--- src/servo_io_cfg.svh ---
`ifndef SERVO_IO_CFG_SVH
`define SERVO_IO_CFG_SVH

// Control clock and servo-on delay.
`define CLK_HZ            64'd40000000
`define SERVO_ON_DELAY_MS 64'd100
`define SERVO_ON_CYCLES   (`SERVO_ON_DELAY_MS * `CLK_HZ / 64'd1000)

// Register byte offsets.
`define REG_IN_LOGIC      8'h00
`define REG_OUT_LOGIC     8'h04
`define REG_FUNC_ASSIGN   8'h08
`define REG_ZERO_CLAMP    8'h0c
`define REG_ATTAIN_SPEED  8'h10
`define REG_SPEED_LIMIT   8'h14
`define REG_STATUS        8'h18

// Reset values.
`define RST_IN_LOGIC      5'h00
`define RST_OUT_LOGIC     4'h0
`define RST_FUNC_ASSIGN   4'h0
`define RST_ZERO_CLAMP    1'b0
`define RST_ATTAIN_SPEED  16'h0064
`define RST_SPEED_LIMIT   16'h7fff

// Function assignment field positions.
`define FA_IN4_CLAMP      0
`define FA_IN5_TORQUE     1
`define FA_OUT3_CLAMP     2
`define FA_OUT4_TORQUE    3

// Largest speed magnitude that can be driven out.
`define SPEED_MAX         16'h7fff

`endif

--- src/servo_io_pkg.sv ---
package servo_io_pkg;

  // Opto-isolated input pins, physical level.
  typedef struct packed {
    logic in5;
    logic in4;
    logic reverse_direction_enable;
    logic forward_direction_enable;
    logic servo_on;
  } in_pins_t;

  // Output transistors, high means transistor on.
  typedef struct packed {
    logic out4;
    logic out3;
    logic alarm;
    logic speed_reached_out;
  } out_pins_t;

  typedef enum logic [2:0] {
    PWR_OFF  = 3'b001,
    PWR_WAIT = 3'b010,
    PWR_ON   = 3'b100
  } power_state_t;

endpackage

--- src/servo_speed_io.sv ---
// Our own choices: the register addresses and the Wishbone register port.
`include "servo_io_cfg.svh"

module servo_speed_io #(
  parameter int unsigned SERVO_ON_CYCLES = 32'(`SERVO_ON_CYCLES)
) (
  // Clock and reset
  input  wire logic                    clk_i,
  input  wire logic                    rst_i,
  // Wishbone slave
  input  wire logic                    wb_cyc_i,
  input  wire logic                    wb_stb_i,
  input  wire logic                    wb_we_i,
  input  wire logic [7:0]              wb_adr_i,
  input  wire logic [3:0]              wb_sel_i,
  input  wire logic [31:0]             wb_dat_i,
  output logic      [31:0]             wb_dat_o,
  output logic                         wb_ack_o,
  // Discrete pins
  input  wire servo_io_pkg::in_pins_t  pins_i,
  output servo_io_pkg::out_pins_t      pins_o,
  output logic                         marker_o,
  // Drive core
  input  wire logic                    init_done_i,
  input  wire logic                    fault_event_i,
  input  wire logic                    fault_fatal_i,
  input  wire logic                    encoder_index_i,
  input  wire logic signed [15:0]      velocity_command_in_i,
  input  wire logic signed [15:0]      measured_speed_i,
  output logic                         servo_power_o,
  output logic                         hold_position_o,
  output logic                         zero_speed_o,
  output logic                         torque_clamp_o,
  output logic signed [15:0]           speed_ref_o
);
  import servo_io_pkg::*;

  function automatic logic [15:0] magnitude(input logic signed [15:0] v);
    magnitude = v[15] ? 16'(16'h0000 - v) : 16'(v);
  endfunction

  // Input synchronisers and filters.
  logic [4:0] raw;
  logic [4:0] sync1;
  logic [4:0] sync2;
  logic [4:0] sync3;
  logic [4:0] filt;
  logic [4:0] next_filt;

  assign raw = pins_i;

  genvar g;
  generate
    for (g = 0; g < 5; g++) begin : g_sync
      always_ff @(posedge clk_i) begin
        if (rst_i) begin
          sync1[g] <= 1'b0;
          sync2[g] <= 1'b0;
          sync3[g] <= 1'b0;
        end else begin
          sync1[g] <= raw[g];
          sync2[g] <= sync1[g];
          sync3[g] <= sync2[g];
        end
      end
      // A level is taken only when two stages agree, which rejects single glitches.
      assign next_filt[g] = (sync2[g] == sync3[g]) ? sync3[g] : filt[g];
    end
  endgenerate

  // Registers.
  logic [4:0]   in_logic;
  logic [3:0]   out_logic;
  logic [3:0]   func_assign;
  logic         zero_clamp;
  logic [15:0]  attain_speed;
  logic [15:0]  speed_limit;
  logic [4:0]   next_in_logic;
  logic [3:0]   next_out_logic;
  logic [3:0]   next_func_assign;
  logic         next_zero_clamp;
  logic [15:0]  next_attain_speed;
  logic [15:0]  next_speed_limit;
  logic [31:0]  next_dat;
  logic         next_ack;
  logic [31:0]  status;
  logic         wb_req;
  logic         wb_wr;
  logic [31:0]  wmask;

  // Drive state.
  power_state_t       pwr;
  power_state_t       next_pwr;
  logic [31:0]        delay;
  logic [31:0]        next_delay;
  logic               alarm;
  logic               next_alarm;
  logic               ready;
  logic               clr_prev;
  out_pins_t          next_pins;
  logic               next_marker;
  logic               next_hold;
  logic               next_zero_speed;
  logic               next_torque;
  logic signed [15:0] next_speed;

  // Logical input levels after polarity.
  logic [4:0]  lin;
  logic        servo_on;
  logic        fwd;
  logic        rev;
  logic        fault_clear;
  logic        vclamp;
  logic        tclamp;
  logic        powered;
  logic        reverse_sense;
  logic [15:0] cmd_mag;

  assign lin      = filt ^ in_logic;
  assign servo_on = lin[0];
  assign fwd      = lin[1];
  assign rev      = lin[2];
  assign fault_clear = !func_assign[`FA_IN4_CLAMP] & lin[3];
  assign vclamp = (func_assign[`FA_IN4_CLAMP] & lin[3])
                | (!func_assign[`FA_IN5_TORQUE] & lin[4]);
  assign tclamp  = func_assign[`FA_IN5_TORQUE] & lin[4];
  assign powered = (pwr == PWR_ON);

  assign status = {23'h000000, tclamp, vclamp, zero_speed_o, hold_position_o,
                   rev, fwd, ready, alarm, powered};

  assign wb_req = wb_cyc_i & wb_stb_i & !wb_ack_o;
  // A write lands at the edge where the master samples ack, never before it.
  assign wb_wr  = wb_cyc_i & wb_stb_i & wb_ack_o & wb_we_i;
  assign wmask  = {{8{wb_sel_i[3]}}, {8{wb_sel_i[2]}}, {8{wb_sel_i[1]}}, {8{wb_sel_i[0]}}};

  always_comb begin
    next_in_logic     = in_logic;
    next_out_logic    = out_logic;
    next_func_assign  = func_assign;
    next_zero_clamp   = zero_clamp;
    next_attain_speed = attain_speed;
    next_speed_limit  = speed_limit;
    next_ack          = wb_req;
    next_dat          = wb_dat_o;
    if (wb_wr) begin
      case (wb_adr_i & 8'hfc)
        `REG_IN_LOGIC:
          next_in_logic = (in_logic & ~wmask[4:0]) | (wb_dat_i[4:0] & wmask[4:0]);
        `REG_OUT_LOGIC:
          next_out_logic = (out_logic & ~wmask[3:0]) | (wb_dat_i[3:0] & wmask[3:0]);
        `REG_FUNC_ASSIGN:
          next_func_assign = (func_assign & ~wmask[3:0]) | (wb_dat_i[3:0] & wmask[3:0]);
        `REG_ZERO_CLAMP:
          next_zero_clamp = wb_sel_i[0] ? wb_dat_i[0] : zero_clamp;
        `REG_ATTAIN_SPEED:
          next_attain_speed = (attain_speed & ~wmask[15:0]) | (wb_dat_i[15:0] & wmask[15:0]);
        `REG_SPEED_LIMIT:
          next_speed_limit = (speed_limit & ~wmask[15:0]) | (wb_dat_i[15:0] & wmask[15:0]);
        default: ;
      endcase
    end
    if (wb_req) begin
      case (wb_adr_i & 8'hfc)
        `REG_IN_LOGIC:     next_dat = {27'h0000000, in_logic};
        `REG_OUT_LOGIC:    next_dat = {28'h0000000, out_logic};
        `REG_FUNC_ASSIGN:  next_dat = {28'h0000000, func_assign};
        `REG_ZERO_CLAMP:   next_dat = {31'h00000000, zero_clamp};
        `REG_ATTAIN_SPEED: next_dat = {16'h0000, attain_speed};
        `REG_SPEED_LIMIT:  next_dat = {16'h0000, speed_limit};
        `REG_STATUS:       next_dat = status;
        default:           next_dat = 32'h00000000;
      endcase
    end
  end

  always_ff @(posedge clk_i) begin
    if (rst_i) begin
      in_logic     <= `RST_IN_LOGIC;
      out_logic    <= `RST_OUT_LOGIC;
      func_assign  <= `RST_FUNC_ASSIGN;
      zero_clamp   <= `RST_ZERO_CLAMP;
      attain_speed <= `RST_ATTAIN_SPEED;
      speed_limit  <= `RST_SPEED_LIMIT;
      wb_ack_o     <= 1'b0;
      wb_dat_o     <= 32'h00000000;
    end else begin
      in_logic     <= next_in_logic;
      out_logic    <= next_out_logic;
      func_assign  <= next_func_assign;
      zero_clamp   <= next_zero_clamp;
      attain_speed <= next_attain_speed;
      speed_limit  <= next_speed_limit;
      wb_ack_o     <= next_ack;
      wb_dat_o     <= next_dat;
    end
  end

  // Servo power sequencing, alarm latch and output drive.
  always_comb begin
    next_pwr   = pwr;
    next_delay = 32'h00000000;
    // A new fault in the clearing cycle survives; a fatal fault blocks clearing only while fault_fatal_i is high.
    next_alarm = alarm;
    if (fault_clear && !clr_prev && !fault_fatal_i) begin
      next_alarm = 1'b0;
    end
    if (fault_event_i || fault_fatal_i) begin
      next_alarm = 1'b1;
    end
    case (pwr)
      PWR_OFF: begin
        if (servo_on && ready && !alarm) begin
          next_pwr = PWR_WAIT;
        end
      end
      PWR_WAIT: begin
        next_delay = 32'(delay + 32'h00000001);
        if (!servo_on || alarm) begin
          next_pwr = PWR_OFF;
        end else if (next_delay >= SERVO_ON_CYCLES) begin
          next_pwr = PWR_ON;
        end
      end
      PWR_ON: begin
        if (!servo_on || alarm) begin
          next_pwr = PWR_OFF;
        end
      end
      default: next_pwr = PWR_OFF;
    endcase

    // Direction decode: an odd one of the enables runs, equal enables stop.
    reverse_sense = velocity_command_in_i[15] ^ rev;
    cmd_mag = magnitude(velocity_command_in_i);
    if (vclamp && cmd_mag > speed_limit) begin
      cmd_mag = speed_limit;
    end
    if (cmd_mag > `SPEED_MAX) begin
      cmd_mag = `SPEED_MAX;
    end
    next_speed      = 16'sh0000;
    next_hold       = 1'b0;
    next_zero_speed = 1'b0;
    if (powered) begin
      if (fwd ^ rev) begin
        next_speed = reverse_sense ? 16'(16'h0000 - cmd_mag) : cmd_mag;
      end else if (zero_clamp) begin
        next_hold = 1'b1;
      end else begin
        next_zero_speed = 1'b1;
      end
    end
    next_torque = tclamp;

    next_pins.speed_reached_out =
      (magnitude(measured_speed_i) > attain_speed) ^ out_logic[0];
    next_pins.alarm = !alarm ^ out_logic[1];
    next_pins.out3  = (func_assign[`FA_OUT3_CLAMP] ? vclamp : ready) ^ out_logic[2];
    next_pins.out4  = (func_assign[`FA_OUT4_TORQUE] ? tclamp : vclamp) ^ out_logic[3];
    // Marker has no invert bit; it mirrors the index pulse directly.
    next_marker = encoder_index_i;
  end

  always_ff @(posedge clk_i) begin
    if (rst_i) begin
      pwr             <= PWR_OFF;
      delay           <= 32'h00000000;
      alarm           <= 1'b0;
      ready           <= 1'b0;
      clr_prev        <= 1'b0;
      filt            <= 5'h00;
      pins_o          <= 4'h0;
      marker_o        <= 1'b0;
      servo_power_o   <= 1'b0;
      hold_position_o <= 1'b0;
      zero_speed_o    <= 1'b0;
      torque_clamp_o  <= 1'b0;
      speed_ref_o     <= 16'sh0000;
    end else begin
      pwr             <= next_pwr;
      delay           <= next_delay;
      alarm           <= next_alarm;
      ready           <= init_done_i;
      clr_prev        <= fault_clear;
      filt            <= next_filt;
      pins_o          <= next_pins;
      marker_o        <= next_marker;
      servo_power_o   <= (next_pwr == PWR_ON);
      hold_position_o <= next_hold;
      zero_speed_o    <= next_zero_speed;
      torque_clamp_o  <= next_torque;
      speed_ref_o     <= next_speed;
    end
  end

endmodule

--- config.mk ---
export PLATFORM = sky130hd
export DESIGN_NAME = servo_speed_io
export DESIGN_NICKNAME = d
export VERILOG_FILES = /design/src/servo_io_pkg.sv /design/src/servo_speed_io.sv
export VERILOG_INCLUDE_DIRS = /design/src /design/src/src
export SDC_FILE = /design/constraint.sdc
export NUM_CORES = 1
export LEC_CHECK = 0
export ABC_CLOCK_PERIOD_IN_PS = 17100
export BUFFER_PORTS_ARGS = -buffer_cell sky130_fd_sc_hd__buf_2
export CORE_UTILIZATION = 53
export CTS_CLUSTER_SIZE = 30
export DETAILED_ROUTE_END_ITERATION = 16
export PLACE_DENSITY = 0.82
export SLEW_MARGIN = 10
export SYNTH_ARGS = -nofsm -noshare
export SYNTH_HDL_FRONTEND = slang
export SYNTH_SLANG_ARGS = --single-unit
--- constraint.sdc ---
create_clock -name clk_i -period 17.1 [get_ports clk_i]
set_clock_uncertainty 0.1 [all_clocks]
set_input_delay 5.13 -clock clk_i [delete_from_list [all_inputs] [get_ports clk_i]]
set_output_delay 5.13 -clock clk_i [all_outputs]
set_load 0.01 [all_outputs]
### After elaboration in Yosys (flattened, before gate mapping)

Index checks and enable logic that the tools add are counted.
W data, S select, Z words.

| operators by class | value |
|---|---|
| $lt $le $gt $ge | 4 |
| bitwise logic cells | 35 |
| reductions and logical operators | 25 |
| muxes and demuxes | 17 |
| add/subtract/negate cells | 4 |
| equality and inequality tests | 15 |

Operators by type and width:

| kind | number |
|---|---|
| $pmux W16 S7 | 1 |
| $mux W16 | 5 |
| $and A16 B16 Y16 | 3 |
| $sub A1 B16 Y16 const A | 3 |
| $add A32 B1 Y32 const B | 1 |
| $ge A32 B22 Y1 const B | 1 |
| $gt A16 B16 Y1 | 2 |
| $or A16 B16 Y16 | 2 |
| $eq A6 B3 Y1 const B | 3 |
| $gt A16 B15 Y1 const B | 1 |
| $not A16 Y16 | 1 |
| $and A4 B4 Y4 | 3 |
| $eq A6 B2 Y1 const B | 2 |
| $mux W3 | 4 |
| $and A5 B5 Y5 | 2 |
| $reduce_and A2 Y1 | 5 |
| $pmux W3 S3 | 1 |
| $and A1 B1 Y1 | 8 |
| $logic_not A8 Y1 | 1 |
| $or A4 B4 Y4 | 2 |
| $logic_not A1 Y1 | 7 |
| $eq A3 B3 Y1 const B | 2 |
| $eq A6 B1 Y1 const B | 1 |
| $mux W1 | 6 |
| other kinds (16) | 33 |

| storage, ports and cells | value |
|---|---|
| logic and storage cells | 143 |
| input port bits | 90 |
| bits in registers | 162 |
| output and inout port bits | 58 |

### Depth between registers and ports, before layout

| depth | value |
|---|---|
| depth after elaboration | 9 |
| gate-level depth with buffers | 22 |
| gate-level depth less buffers | 20 |

### Worst setup path before layout

No wires, ideal clock.

| path | value |
|---|---|
| path type | in2reg |
| start | in velocity_command_in_i[5] |
| end | reg speed_ref_o[14] |
| path slack | 7.160 ns |
| path buffers | 4 |
| data required time | 16.872 ns |
| arrival time | 9.712 ns |
| stages | 22 |
| cells stage by stage | or4_1 buf_2 or2_1 nor3_2 buf_2 ha_1 nand2_1 nor3_1 a221oi_1 a31o_2 clkbuf_1 clkbuf_1 nand2_1 o31ai_1 ha_1 and4_1 nand2_1 a311oi_1 a31oi_1 a22oi_1 xor2_1 nor2_1 |

| on the way | value |
|---|---|
| cells in the longest elaborated chain, start to end | 9 |

RTL lines:

| item | line | source |
|---|---|---|
| start, declared | servo_speed_io.sv:28 | `input wire logic signed [15:0] velocity_command_in_i,` |
| $sub A1 B16 Y16 | servo_speed_io.sv:39 | `magnitude = v[15] ? 16'(16'h0000 - v) : 16'(v);` |
| $mux W16 (*) | servo_speed_io.sv:39 |  |
| $gt A16 B16 Y1 | servo_speed_io.sv:236 | `if (vclamp && cmd_mag > speed_limit) begin` |
| $logic_and A1 B1 Y1 | servo_speed_io.sv:236 |  |
| $mux W16 (*) | servo_speed_io.sv:236 |  |
| $gt A16 B15 Y1 (no source line) | -- |  |
| $mux W16 (*) | servo_speed_io.sv:239 | `` if (cmd_mag > `SPEED_MAX) begin `` |
| $sub A1 B16 Y16 | servo_speed_io.sv:247 | `next_speed = reverse_sense ? 16'(16'h0000 - cmd_mag) : cmd_mag;` |
| $mux W16 (*) | servo_speed_io.sv:247 |  |
| end signal, assigned | servo_speed_io.sv:293 | `speed_ref_o <= next_speed;` |
| end, declared | servo_speed_io.sv:34 | `output logic signed [15:0] speed_ref_o` |

Every way passes the cells marked *; elsewhere a longest branch is shown, timed or not.
A chain may end at the register's enable or synchronous reset.

### Worst setup path after layout

Ends and elaborated chain as after synthesis.

==> impl_results.md <==
* Crit path cell chain: buf_2, or4_1, o41ai_1, xnor2_1, ha_1, a21oi_1, nor2_1, o41ai_1, a31o_2, nand2_1, o31ai_1, ha_1, inv_1, nor4b_1, a31oi_1, a22oi_1, xor2_1, nor2_1
* DR vias/cell at 5.56
* Async SR Flop Fraction at 0%
* Post-Syn Area at 8400 um^2
* Power Density at 81.5 nW/um^2
* Total number of vias at 7394
* CTS root buf: clkbuf_16
* Hold Crit Depth at 1
* Non-Filler Instances at 1331
* WL met3 at 1320 um
* DIE AREA at 16400 um^2
* Setup tns final at 0 ns
* Leak Pwr at 4.03 nW
* Hold Crit Class: register to register
* CTS Hold Bufs at 0
* Crit end category: register
* Layout cells sized above 1 at 14.7%
* DR pass1 iterations at 8
* Yosys warnings at 0
* CTS tree: done
* Util after Layout at 62.3%
* I/O pin cnt at 148
* Skew-Pair Late Insertion Delay at 0.43 ns
* Initial antenna violation count at 0
* Seq/Total Area, Yosys at 34.8%
* Fmax at 98.2 MHz
* Port Buf Inserts at 111
* Initial core utilization at 54.9%
* Hold endpoint: sync2[1]
* Worst-case hold slack at 0.329 ns
* Area Overhead vs Synth at 13.6%
* R2r endpoint: speed_ref_o[14]
* Unrepaired setup endpoints after global routing: no
* Clk sink count at 146
* Slew margin rel. at 26.7%
* Wirelength per Cell at 14.8 um
* CP required at 17.30 ns
* Worst R2R Setup Slack at 12.42 ns
* CP Launch Type: input pin
* Final period utilization at 59.5%
* Drt initial violations at 575
* Crit-path slowest cell: a31o_2
* Final Max Slew Viols at 0
* EDFF count, synth at 0
* Fin. Hold Viols at 0
* Worst-path clk slew at 0.06 ns
* Vias in the first global route at 6646
* Post-CTS sizing at 0
* Max-cap viol count at 0
* Fin crit period at 10.18 ns
* # nets final at 1234
* Dpl cells at 1299
* Hold wc startpoint: sync1[1]
* Drt total wl at 19700 um
* Gpl congestion at 0.929
* Status: complete, no violations
* CTS buffer count at 17
* Flops & latches, synth at 146
* DIE HEIGHT at 128 um
* Worst ir drop on vdd at 0.0000659 V
* Total GRT Usage at 25.0%
* First-pass GRT wire length at 32500 um
* CORE AREA at 15300 um^2
* Max stage delay on crit path at 0.85 ns
* Final setup fails at 0
* Crit path arrival time at 10.38 ns
* Largest net degree at the start of global routing at 98
* WS Path Type: input pin to register
* Max Buffers Root-to-Sink at 2
* Top layer used by detailed routing: met4
* Most frequent cells in the layout: 146 x nor2_1, 146 x dfxtp_1, 111 x buf_2
* Worst reg-to-reg path cell count at 15
* Final ANT Viol Nets at 0
* H-Tree Depth at 4
* Grt ovf at 0
* Commonest register cell after synthesis: dfxtp_1
* Drt drc at 0
* Chip width at 128 um
* Unique masters post-synth at 68
* Core Rows at 45
* Synth Instances at 1023
* Crit Path Max Fanout at 38
* Detailed placer's ending HPWL at 14200 um
* M1 wire length at 9210 um
* Worst Tran Pin Value at 1.10 ns
* Final setup margin at 6.92 ns
* Postcts setup bufs at 0
* Syn avg cell area at 8.21 um^2
* Met2 WL at 8740 um
* Ant diodes at 0
* Pre-CTS setup slack at 6.55 ns
## routing by layer
| layer | up-vias | track usage [%] |
|---|---|---|
| met3 | 38 | 4.22 |
| met2 | 280 | 39.5 |
| li1 | 3710 | - |
| met1 | 3366 | 34.1 |
| met4 | 0 | 9.34 |
| met5 | - | 0 |
## per-stage QoR
stage / power [W] / area (um^2)
3_3_place_gp: 0.000424 / 8970
4_1_cts: 0.000781 / 9540
3_5_place_dp: 0.000425 / 8970
6_report: 0.000778 / 9540
2_1_floorplan: 0.000404 / 8460
5_1_grt: 0.000803 / 9540
## synth_stat cells (28+ instances only)
master,number,area (um^2)
xnor2_1,49,429
mux2i_1,59,591
inv_1,46,173
nand3_1,28,140
dfxtp_1,146,2920
nand2_1,87,327
clkbuf_1,35,131
xor2_1,35,307
o21ai_0,31,155
a21oi_1,40,200
ha_1,37,463
nor2_1,146,548
nor3_1,30,150
## worst max-delay path, delay by kind of cell
kind,cells,cell delay (ns)
adder cells (fa/ha/maj),2,0.63
AND/OR/NAND/NOR,5,1.33
AO/OA/AOI/OAI,7,2.58
buffers and inverters,2,0.20
XOR/XNOR,2,0.48
## cells by family (layout without fill, tap and decap cells)
kind of cell | count (synthesis) | after routing | synth area share [%]
XOR/XNOR | 84 | 84 | 8.76
adder cells (fa/ha/maj) | 37 | 37 | 5.51
AO/OA/AOI/OAI | 174 | 174 | 14.1
AND/OR/NAND/NOR | 411 | 411 | 23.8
other | 1 | 16 | 0.0446
flip-flops | 146 | 146 | 34.8
buffers and inverters | 111 | 193 | 6.02
multiplexers | 59 | 59 | 7.03
## report_power, final
part	internal (W)	leakage (nW)	switching (W)	total [W]
clock	0.000198	0.269	0.000161	0.000359
combinational	0.0000302	2.58	0.0000451	0.0000754
sequential	0.000343	1.18	0.00000119	0.000344
## worst max-delay path by stage
stage	start	to	cells after the start
floorplan	velocity_command_in_i[5]	speed_ref_o[14]	22
global placement	velocity_command_in_i[5]	speed_ref_o[14]	18
detailed placement	velocity_command_in_i[5]	speed_ref_o[14]	18
CTS	velocity_command_in_i[5]	speed_ref_o[14]	18
global route	velocity_command_in_i[5]	speed_ref_o[14]	18
finish	velocity_command_in_i[5]	speed_ref_o[14]	18
## final cells by class
class,count,area (um^2)
well taps,211,264
repair buffers,115,586
inverters,46,173
clock buffers,19,453
flip-flops and latches,146,2920
multi-input cells,781,5030
clock inverters,13,116
fillers,1382,5770
No activity file was read; power rests on OpenSTA's default activity.
